==> config.mk <==
export PLATFORM = sky130hd
export DESIGN_NAME = scsd_clock_select
export DESIGN_NICKNAME = d
export VERILOG_FILES = /design/src/scsd_pkg.sv /design/src/scsd_clock_select.sv
export VERILOG_INCLUDE_DIRS = /design/src
export SDC_FILE = /design/constraint.sdc
export NUM_CORES = 1
export LEC_CHECK = 0
export ABC_AREA = 1
export ABC_CLOCK_PERIOD_IN_PS = 8200
export BUFFER_PORTS_ARGS = -buffer_cell sky130_fd_sc_hd__clkbuf_2
export CORE_AREA = 3 3 77 98
export DETAILED_ROUTE_END_ITERATION = 8
export DIE_AREA = 0 0 80 101
export PLACE_DENSITY = 0.81
export SLEW_MARGIN = 30
export SYNTH_ARGS = -nofsm -noshare
export SYNTH_HDL_FRONTEND = slang
export SYNTH_SLANG_ARGS = --single-unit
==> constraint.sdc <==
create_clock -name mclk -period 8.2 [get_ports mclk]
set_input_delay 2.46 -clock mclk [delete_from_list [all_inputs] [get_ports mclk]]
set_output_delay 2.46 -clock mclk [all_outputs]
set_load 0.005 [all_outputs]
==> src/scsd_cfg.svh <==
// Constants for the system clock select and divide block.
// Assumes inclusion by bare name from the package and the top module.
`ifndef SCSD_CFG_SVH
`define SCSD_CFG_SVH

// ---------------------------------------------------------------------------
// Register map (byte addresses, one aligned word each)
// ---------------------------------------------------------------------------
`define SCSD_ADDR_W          8
`define SCSD_OFF_CTRL_ZERO   8'h00
`define SCSD_OFF_CTRL_TWO    8'h04
`define SCSD_OFF_STATUS      8'h08

// ---------------------------------------------------------------------------
// Field positions and reset values
// ---------------------------------------------------------------------------
`define SCSD_XTAL_BIT        7
`define SCSD_SLEEP_HI        4
`define SCSD_SLEEP_LO        3
`define SCSD_SPEED_HI        2
`define SCSD_SPEED_LO        0
`define SCSD_EXTSEL_BIT      2
`define SCSD_SLEEP_RST       2'h0
`define SCSD_SPEED_RST       3'h2
`define SCSD_EXTSEL_RST      1'b0

// ---------------------------------------------------------------------------
// Processor clock ratios, as half-period counts of system clock rises
// ---------------------------------------------------------------------------
`define SCSD_SPEED_DIV1      3'h3
`define SCSD_HALF_SPD0       8'h04
`define SCSD_HALF_SPD1       8'h02
`define SCSD_HALF_SPD2       8'h01
`define SCSD_HALF_SPD4       8'h08
`define SCSD_HALF_SPD5       8'h10
`define SCSD_HALF_SPD6       8'h40
`define SCSD_HALF_SPD7       8'h80

// ---------------------------------------------------------------------------
// Sleep interval lengths in slow oscillator clocks, less one
// ---------------------------------------------------------------------------
`define SCSD_SLP_CNT_W       15
`define SCSD_SLP_LAST0       15'h003F
`define SCSD_SLP_LAST1       15'h01FF
`define SCSD_SLP_LAST2       15'h0FFF
`define SCSD_SLP_LAST3       15'h7FFF
`define SCSD_SLP_ONE         15'h0001

// ---------------------------------------------------------------------------
// Switch sequencing
// ---------------------------------------------------------------------------
`define SCSD_SYNC_STAGES     2'h2
`define SCSD_ASYNC_W         4

`endif

==> src/scsd_pkg.sv <==
// Types shared by the system clock select and divide block.
// Assumes scsd_cfg.svh is reachable on the include path.
package scsd_pkg;
  `include "scsd_cfg.svh"

  typedef enum logic [1:0] {
    SCSD_RUN      = 2'b00,
    SCSD_GATE_OFF = 2'b01,
    SCSD_SYNC_NEW = 2'b10,
    SCSD_ARM_NEW  = 2'b11
  } scsd_state_t;

  typedef logic [`SCSD_ADDR_W-1:0] scsd_addr_t;
endpackage

==> src/scsd_clock_select.sv <==
// System clock select, glitch-free switch, processor divider, sleep timer.
// Assumes an APB master on mclk; oscillator and pin clocks arrive as
// asynchronous levels far slower than mclk and are sampled here.
//
// Behaviour
// - Processor clock is system clock divided by one of eight ratios.
// - System clock net carries main oscillator or external pin clock directly.
// - Four sleep intervals selectable, about 1.95 ms up to 1 second.
// - Main oscillator drives system clock net by default, nominal 12 MHz.
// - Asynchronous inputs and slow oscillator resynchronised before use.
// - Slow oscillator clocks sleep and watchdog timing, also exported.
// - Slow oscillator may stop in deep sleep, or sleep with crystal on.
// - External select bit resets to zero; boot always from main oscillator.
// - With select set, system clock and slow signals follow external clock.
// - Divider two or more: old gate drops after next falling edge.
// - New gate enable double synchronised, opens on following falling edge.
// - Divider one: select applied on falling edge, gate drops at once.
// - Source change accepted any time, completed without disturbance.
// - Sleep field 00..11 selects 64, 512, 4096, 32768 slow clocks.
// - Processor speed field resets to 010b, half the system clock.
//
// The implementer's own choices: the register addresses and the APB slave port.
`timescale 1ns/100ps

module scsd_clock_select (
  input  wire logic                    mclk,
  input  wire logic                    rst,
  input  wire logic                    psel,
  input  wire logic                    penable,
  input  wire logic                    pwrite,
  input  wire scsd_pkg::scsd_addr_t    paddr,
  input  wire logic [31:0]             pwdata,
  output logic      [31:0]             prdata,
  output logic                         pready,
  output logic                         pslverr,
  input  wire logic                    main_osc_clock,
  input  wire logic                    ext_clock_in,
  input  wire logic                    slow_osc_clock,
  input  wire logic [`SCSD_ASYNC_W-1:0] async_in,
  input  wire logic                    sleep_active,
  input  wire logic                    deep_sleep,
  output logic                         system_clock_net,
  output logic                         processor_clock,
  output logic                         slow_clock_sync,
  output logic [`SCSD_ASYNC_W-1:0]     async_sync,
  output logic                         sleep_tick,
  output logic                         slow_osc_enable,
  output logic                         crystal_osc_32k_en
);
  import scsd_pkg::*;

  // ---------------------------------------------------------------------------
  // Pin synchronisers
  // ---------------------------------------------------------------------------
  logic [`SCSD_ASYNC_W+2:0] pin_s1_q;
  logic [`SCSD_ASYNC_W+2:0] pin_s2_q;

  always_ff @(posedge mclk or posedge rst) begin
    if (rst) begin
      pin_s1_q <= '0;
      pin_s2_q <= '0;
    end else begin
      pin_s1_q <= {async_in, slow_osc_clock, ext_clock_in, main_osc_clock};
      pin_s2_q <= pin_s1_q;
    end
  end

  logic main_lvl;
  logic ext_lvl;
  logic slow_lvl;
  assign main_lvl = pin_s2_q[0];
  assign ext_lvl  = pin_s2_q[1];
  assign slow_lvl = pin_s2_q[2];

  // ---------------------------------------------------------------------------
  // Registers
  // ---------------------------------------------------------------------------
  logic       xtal_on_q;
  logic [1:0] sleep_sel_q;
  logic [2:0] speed_q;
  logic       ext_sel_q;
  logic       pready_q;
  logic [31:0] prdata_q;
  logic       pslverr_q;
  logic       wr_take;
  logic       mapped;

  assign mapped  = (paddr == `SCSD_OFF_CTRL_ZERO) || (paddr == `SCSD_OFF_CTRL_TWO) ||
                   (paddr == `SCSD_OFF_STATUS);
  assign wr_take = psel && penable && pready_q && pwrite;

  always_ff @(posedge mclk or posedge rst) begin
    if (rst) begin
      xtal_on_q   <= 1'b0;
      sleep_sel_q <= `SCSD_SLEEP_RST;
      speed_q     <= `SCSD_SPEED_RST;
      ext_sel_q   <= `SCSD_EXTSEL_RST;
    end else if (wr_take) begin
      if (paddr == `SCSD_OFF_CTRL_ZERO) begin
        xtal_on_q   <= pwdata[`SCSD_XTAL_BIT];
        sleep_sel_q <= pwdata[`SCSD_SLEEP_HI:`SCSD_SLEEP_LO];
        speed_q     <= pwdata[`SCSD_SPEED_HI:`SCSD_SPEED_LO];
      end else if (paddr == `SCSD_OFF_CTRL_TWO) begin
        ext_sel_q   <= pwdata[`SCSD_EXTSEL_BIT];
      end
    end
  end

  // ---------------------------------------------------------------------------
  // Switch sequencer
  // ---------------------------------------------------------------------------
  scsd_state_t state_q;
  logic        sel_applied_q;
  logic        cur_ext_q;
  logic        gate_main_q;
  logic        gate_ext_q;
  logic [1:0]  sync_cnt_q;
  logic        new_prev_q;
  logic        cur_lvl;
  logic        new_lvl;
  logic        sys_d;
  logic        sys_q;

  assign cur_lvl = cur_ext_q ? ext_lvl : main_lvl;
  assign new_lvl = cur_ext_q ? main_lvl : ext_lvl;

  // Divide by one: select lands only while the net is low, as with a falling-edge write
  always_ff @(posedge mclk or posedge rst) begin
    if (rst) begin
      sel_applied_q <= `SCSD_EXTSEL_RST;
    end else if (speed_q != `SCSD_SPEED_DIV1) begin
      sel_applied_q <= ext_sel_q;
    end else if (!sys_q) begin
      sel_applied_q <= ext_sel_q;
    end
  end

  always_ff @(posedge mclk or posedge rst) begin
    if (rst) begin
      state_q     <= SCSD_RUN;
      cur_ext_q   <= 1'b0;
      gate_main_q <= 1'b1;
      gate_ext_q  <= 1'b0;
      sync_cnt_q  <= 2'h0;
      new_prev_q  <= 1'b0;
    end else begin
      new_prev_q <= new_lvl;
      case (state_q)
        SCSD_RUN: begin
          if (sel_applied_q != cur_ext_q) begin
            state_q <= SCSD_GATE_OFF;
          end
        end
        SCSD_GATE_OFF: begin
          // Only cut while low, so the net never shows a runt high
          if (!cur_lvl) begin
            gate_main_q <= 1'b0;
            gate_ext_q  <= 1'b0;
            sync_cnt_q  <= 2'h0;
            state_q     <= SCSD_SYNC_NEW;
          end
        end
        SCSD_SYNC_NEW: begin
          if (new_lvl && !new_prev_q) begin
            sync_cnt_q <= sync_cnt_q + 2'h1;
            if (sync_cnt_q + 2'h1 == `SCSD_SYNC_STAGES) begin
              state_q <= SCSD_ARM_NEW;
            end
          end
        end
        SCSD_ARM_NEW: begin
          if (!new_lvl && new_prev_q) begin
            cur_ext_q   <= !cur_ext_q;
            gate_main_q <= cur_ext_q;
            gate_ext_q  <= !cur_ext_q;
            sync_cnt_q  <= 2'h0;
            state_q     <= SCSD_RUN;
          end
        end
        default: state_q <= SCSD_RUN;
      endcase
    end
  end

  assign sys_d = (main_lvl && gate_main_q) || (ext_lvl && gate_ext_q);

  always_ff @(posedge mclk or posedge rst) begin
    if (rst) begin
      sys_q <= 1'b0;
    end else begin
      sys_q <= sys_d;
    end
  end

  assign system_clock_net = sys_q;

  // ---------------------------------------------------------------------------
  // Processor clock divider
  // ---------------------------------------------------------------------------
  logic       sys_rise;
  logic       sys_prev_q;
  logic [7:0] half_cnt;
  logic [7:0] div_cnt_q;
  logic       div_clk_q;

  always_ff @(posedge mclk or posedge rst) begin
    if (rst) begin
      sys_prev_q <= 1'b0;
    end else begin
      sys_prev_q <= sys_q;
    end
  end

  assign sys_rise = sys_q && !sys_prev_q;

  always_comb begin
    case (speed_q)
      3'h0:    half_cnt = `SCSD_HALF_SPD0;
      3'h1:    half_cnt = `SCSD_HALF_SPD1;
      3'h2:    half_cnt = `SCSD_HALF_SPD2;
      3'h4:    half_cnt = `SCSD_HALF_SPD4;
      3'h5:    half_cnt = `SCSD_HALF_SPD5;
      3'h6:    half_cnt = `SCSD_HALF_SPD6;
      3'h7:    half_cnt = `SCSD_HALF_SPD7;
      default: half_cnt = 8'h01;
    endcase
  end

  always_ff @(posedge mclk or posedge rst) begin
    if (rst) begin
      div_cnt_q <= 8'h00;
      div_clk_q <= 1'b0;
    end else if (sys_rise) begin
      if (div_cnt_q + 8'h01 >= half_cnt) begin
        div_cnt_q <= 8'h00;
        div_clk_q <= !div_clk_q;
      end else begin
        div_cnt_q <= div_cnt_q + 8'h01;
      end
    end
  end

  // Divide by one passes the net itself; the toggle path would halve it
  assign processor_clock = (speed_q == `SCSD_SPEED_DIV1) ? sys_q : div_clk_q;

  // ---------------------------------------------------------------------------
  // Slow clock, async inputs and sleep timer
  // ---------------------------------------------------------------------------
  logic                       slow_cap_q;
  logic                       slow_prev_q;
  logic [`SCSD_ASYNC_W-1:0]   async_cap_q;
  logic [`SCSD_SLP_CNT_W-1:0] slp_cnt_q;
  logic [`SCSD_SLP_CNT_W-1:0] slp_last;
  logic                       tick_q;

  // Captured on system clock rises so consumers see the selected source's timing
  always_ff @(posedge mclk or posedge rst) begin
    if (rst) begin
      slow_cap_q  <= 1'b0;
      slow_prev_q <= 1'b0;
      async_cap_q <= '0;
    end else if (sys_rise) begin
      slow_cap_q  <= slow_lvl;
      slow_prev_q <= slow_cap_q;
      async_cap_q <= pin_s2_q[`SCSD_ASYNC_W+2:3];
    end
  end

  always_comb begin
    case (sleep_sel_q)
      2'h0:    slp_last = `SCSD_SLP_LAST0;
      2'h1:    slp_last = `SCSD_SLP_LAST1;
      2'h2:    slp_last = `SCSD_SLP_LAST2;
      default: slp_last = `SCSD_SLP_LAST3;
    endcase
  end

  always_ff @(posedge mclk or posedge rst) begin
    if (rst) begin
      slp_cnt_q <= '0;
      tick_q    <= 1'b0;
    end else begin
      tick_q <= 1'b0;
      if (sys_rise && slow_cap_q && !slow_prev_q) begin
        if (slp_cnt_q >= slp_last) begin
          slp_cnt_q <= '0;
          tick_q    <= 1'b1;
        end else begin
          slp_cnt_q <= slp_cnt_q + `SCSD_SLP_ONE;
        end
      end
    end
  end

  assign slow_clock_sync    = slow_cap_q;
  assign async_sync         = async_cap_q;
  assign sleep_tick         = tick_q;
  assign crystal_osc_32k_en = xtal_on_q;
  assign slow_osc_enable    = !(deep_sleep || (sleep_active && xtal_on_q));

  // ---------------------------------------------------------------------------
  // APB slave, one wait state
  // ---------------------------------------------------------------------------
  logic [31:0] rd_word;

  always_comb begin
    rd_word = 32'h0000_0000;
    if (paddr == `SCSD_OFF_CTRL_ZERO) begin
      rd_word[`SCSD_XTAL_BIT]                 = xtal_on_q;
      rd_word[`SCSD_SLEEP_HI:`SCSD_SLEEP_LO] = sleep_sel_q;
      rd_word[`SCSD_SPEED_HI:`SCSD_SPEED_LO] = speed_q;
    end else if (paddr == `SCSD_OFF_CTRL_TWO) begin
      rd_word[`SCSD_EXTSEL_BIT] = ext_sel_q;
    end else if (paddr == `SCSD_OFF_STATUS) begin
      rd_word[4:0] = {state_q != SCSD_RUN, state_q == SCSD_SYNC_NEW || state_q == SCSD_ARM_NEW,
                      gate_ext_q, gate_main_q, cur_ext_q};
    end
  end

  always_ff @(posedge mclk or posedge rst) begin
    if (rst) begin
      pready_q  <= 1'b0;
      prdata_q  <= 32'h0000_0000;
      pslverr_q <= 1'b0;
    end else if (psel && penable && !pready_q) begin
      pready_q  <= 1'b1;
      prdata_q  <= pwrite ? 32'h0000_0000 : rd_word;
      pslverr_q <= !mapped;
    end else begin
      pready_q  <= 1'b0;
      pslverr_q <= 1'b0;
    end
  end

  assign pready  = pready_q;
  assign prdata  = prdata_q;
  assign pslverr = pslverr_q;
endmodule

# After elaboration in Yosys (flattened, before gate mapping)
# Cells that the tools add are included.
# W data, S select, Z words.
[classes] addsub=3 magnitude_cmp=2 eq_ne=22 n_mux=34 bitwise=1 n_reduce_logical=40
[op_table] op="$pmux W8 S6" count=1
[op_table] op="$pmux W15 S3" count=1
[op_table] op="$mux W2" count=9
[op_table] op="$mux W8" count=2
[op_table] op="$add A15 B1 Y15 const B" count=1
[op_table] op="$ge A15 B15 Y1" count=1
[op_table] op="$mux W15" count=1
[op_table] op="$mux W1" count=14
[op_table] op="$eq A3 B3 Y1 const B" count=4
[op_table] op="$logic_and A1 B1 Y1" count=12
[op_table] op="$mux W5" count=2
[op_table] op="$ne A2 B2 Y1 const B" count=5
[op_table] op="$logic_not A1 Y1" count=9
[op_table] op="$add A8 B1 Y8 const B" count=1
[op_table] op="$eq A2 B2 Y1 const B" count=4
[op_table] op="$eq A8 B3 Y1 const B" count=1
[op_table] op="$eq A8 B4 Y1 const B" count=1
[op_table] op="$ge A8 B8 Y1" count=1
[op_table] op="$logic_not A8 Y1" count=1
[op_table] op="$pmux W2 S4" count=1
[op_table] op="$pmux W2 S3" count=1
[op_table] op="$reduce_and A2 Y1" count=3
[op_table] op="$reduce_and A3 Y1" count=2
[op_table] op="$logic_or A1 B1 Y1" count=5
[op_table] op="other kinds (15)" count=19
[word_totals] regBits=97 in_bits=54 out_inout_bits=44 wordCells=127

# Longest topological paths before layout
[logic_depth] depth_word=6 ltp_mapped=16 depth_no_buf=16

# Least setup slack after synthesis
# OpenSTA, ideal clock, no wires.
[synth_timing] path_type="input -> output" from="input sleep_active" to="output slow_osc_enable" arrival_time_ns=2.591 t_required_ns=5.740 slack_ns=3.149 stages=1 path_buffers=0 cell_sequence="a21oi_1"
[synth_between] elab_chain_len=3
[synth_rtl] element="start: declaration" line_no="scsd_clock_select.sv:40" rtl="input wire logic sleep_active,"
[synth_rtl] element="$logic_and A1 B1 Y1" line_no="scsd_clock_select.sv:299" rtl="assign slow_osc_enable = !(deep_sleep || (sleep_active && xtal_on_q));"
[synth_rtl] element="$logic_or A1 B1 Y1" line_no="scsd_clock_select.sv:299"
[synth_rtl] element="$logic_not A1 Y1" line_no="scsd_clock_select.sv:299"
[synth_rtl] element="end: declaration" line_no="scsd_clock_select.sv:47" rtl="output logic slow_osc_enable,"
# Every way passes these cells.

# Worst setup path in the final report
# Same ends and word-level chain as after synthesis.

==> qor.txt <==
Outcome -> complete, no violations
Mapped Cells -> 441
Synth Area per Inst -> 8.588 um2
Initial antenna violation count -> 0
DP Area -> 3998 um2
Most used routing layer in global routing -> met2
CTS root buf -> clkbuf_8
Worst clock skew -> 5.583 ps
Worst Hold Path Cells -> 0
DR iter-0 viols -> 167
Inserted Clock Buffers -> 9
Power density cells -> 221.6 nW/um2
Synth Area in Compound Gates -> 8.325%
Hold-fix buffers, CTS -> 0
Part of the Yosys area used for sequential elements -> 46.98%
Met3 usage -> 4.830%
Worst rel slew slack -> 42.12%
H-tree Lvls -> 3
Hold slack -> 343.1 ps
Yosys top cell area share -> 45.59%
Yosys reg bits -> 71
Post-CTS setup buffer count -> 0
Unrepaired setup endpoints after global routing -> no
Worst path arrival time -> 2770 ps
Simple logic cell fraction of the synthesized area -> 24.05%
Post-synthesis adder-cell area fraction -> 5.616%
Placed Instances -> 570
Post-synth EDFFs -> 0
Met1 Track Usage GR -> 22.76%
Core Area -> 6807 um2
Reg2reg end -> div_clk_q$_DFFE_PP0P_
Post_cts resized -> 0
CTS tree -> done
Total negative setup slack -> 0 ps
Static leakage -> 2.133 nW
Peak VDD IR -> 0.1293 mV
Grt met2 use -> 32.84%
Area growth, synth to finish -> 10.57%
Critical path class -> in2out
Setup ws final -> 2970 ps
Final Cycle Share -> 63.78%
Vias in the first global route -> 2,813
Max FO, Critical Path -> 1
DR WL/cell -> 12.00 um
Die Width -> 80 um
Synth Area in XOR/XNOR -> 3.469%
Startpoint Class -> primary input
Fmax -> 0.1912 GHz
Max cap viols -> 0
Max Slew Vio Count -> 0
Cell Area, Synth -> 3787 um2
Fin cells -> 586
Vias -> 2,954
Post-DP HPWL -> 5189 um
Antenna Nets Post-Route -> 0
Worst slew pin tran -> 868.3 ps
Drt total wl -> 7031 um
Post-route DRC -> 0
Routability Congestion -> 0.8262
DIE AREA -> 8080 um2
Crit path capture type -> output pin
FF-to-FF setup slack -> 5820 ps
Congestion Overflow GR -> 0
GRT Util Overall -> 19.01%
Layout cell share with drive strength beyond 1 -> 18.35%
# nets final -> 562
Synth Flop Type -> dfrtp_1
First-pass GRT wire length -> 12,120 um
Synth warnings -> 0
Clock transition at path regs -> 70 ps
Mux contribution to synthesized area -> 0.8589%
Latest clock arrival within the worst-skew pair -> 350 ps
Clock sinks -> 71
DP Worst Slack -> 2969 ps
FFs w/ async S/R, synth -> 100.0%
FF-to-FF path depth -> 14
Total chip power -> 0.9279 mW
RR Startpoint -> div_cnt_q[0]$_DFFE_PP0P_
Initial core utilization -> 55.64%
Min cycle time layout -> 5230 ps
Fin area -> 4188 um2
Vert. Die Dim -> 101 um
Final setup fails -> 0
Pre-antenna DRT Iters -> 5
Min-delay worst type -> reg2reg
Synth area leader -> dfrtp_1
Antenna diodes -> 0
Hold endpoint -> pin_s2_q[3]$_DFF_PP0_
Largest net degree at the start of global routing -> 72
Vias/cell -> 5.041
IO Count -> 98
Clock Path Buffers -> 2
Area contributors post-synth -> dfrtp_1 46%, nand2_1 11%, ha_1 5.6%, buf_4 5.2%, inv_1 4.4%
Min-delay src -> pin_s1_q[3]$_DFF_PP0_
CP required -> 5740 ps
Row Count -> 34
PortBufs -> 45
Fin util -> 61.53%
Distinct cells, synth -> 41
Final hold vios -> 0
Largest family of logic cells by synthesized area -> simple AND/OR/NAND/NOR gates
-- worst max-delay path by stage --
stage,startpoint,cells past startpoint,to,slack [ps]
after floorplan,sleep_active,1,slow_osc_enable,3150
after global placement,sleep_active,3,slow_osc_enable,2980
after detailed placement,sleep_active,3,slow_osc_enable,2970
after CTS,sleep_active,3,slow_osc_enable,2970
after global routing,sleep_active,3,slow_osc_enable,2910
final,sleep_active,3,slow_osc_enable,2970
-- power breakdown --
| group | internal [mW] | switching, mW | leakage [nW] | total, mW |
|---|---|---|---|---|
| sequential | 0.399 | 0.0412 | 0.916 | 0.440 |
| clock | 0.147 | 0.124 | 0.100 | 0.271 |
| combinational | 0.0807 | 0.136 | 1.12 | 0.217 |
| total | 0.627 | 0.301 | 2.13 | 0.928 |
-- routing by layer --
metal  up-vias  wire [um]
met3        11        290
met4         0        102
met1      1408       2970
met5         -          0
met2        67       3669
li1       1468          -
-- cells by family (layout without fill, tap and decap cells) --
group / Yosys count / after routing
AOI/OAI and AO/OA: 54 / 54
and+or+nand+nor: 202 / 202
buffers and inverters: 78 / 108
xor gates and xnor gates: 15 / 15
DFF: 71 / 71
other: 1 / 26
adders and majority gates: 17 / 17
muxes: 3 / 3
-- state kept, by name, indices dropped and copies added (netlist names), 2 cells and up --
| signal | flops |
|---|---|
| sleep_sel_q | 2 |
| slp_cnt_q | 15 |
| speed_q | 3 |
| pin_s2_q | 7 |
| sync_cnt_q | 2 |
| pin_s1_q | 7 |
| prdata | 6 |
| div_cnt_q | 8 |
| state_q | 2 |
| async_sync | 4 |
-- synthesized netlist by cell type, types with 2 or more instances --
cell,number
o22ai_1,6
nor2_1,30
o211ai_1,2
nor3_2,2
o21ai_0,23
dfrtp_1,69
o21ai_1,4
nor3_1,8
nand2_1,113
nand3_1,21
buf_2,3
xor2_1,13
nand4_1,4
o21bai_1,4
dfstp_2,2
inv_1,44
buf_4,26
nand3_2,3
ha_1,17
xnor2_1,2
inv_2,2
a21oi_1,11
nor2_2,14
-- layout make-up --
class | count | area (um2)
repair buffers | 46 | 232.7
well taps | 90 | 112.6
inverters | 46 | 172.7
clock buffers | 12 | 145.1
multi-input cells | 317 | 1700
fillers | 596 | 2619
clock inverters | 4 | 45.04
flip-flops and latches | 71 | 1779
-- critical path, cell delays in order --
cell      delay [ps]
clkbuf_2          80
a21oi_1          110
clkbuf_2         120
-- cell usage in the layout, fill, tap and decap left out, types with 10 or more instances in the layout --
| master | netlist | routed |
|---|---|---|
| a21oi_1 | 11 | 11 |
| nor2_2 | 14 | 14 |
| nor2_1 | 30 | 30 |
| inv_1 | 44 | 43 |
| nand2_1 | 113 | 113 |
| conb_1 | 1 | 26 |
| clkbuf_2 | 0 | 45 |
| nand3_1 | 21 | 21 |
| ha_1 | 17 | 17 |
| o21ai_0 | 23 | 23 |
| xor2_1 | 13 | 13 |
| clkbuf_8 | 0 | 10 |
| dfrtp_1 | 69 | 69 |
Power figures use the tool's default switching activity.
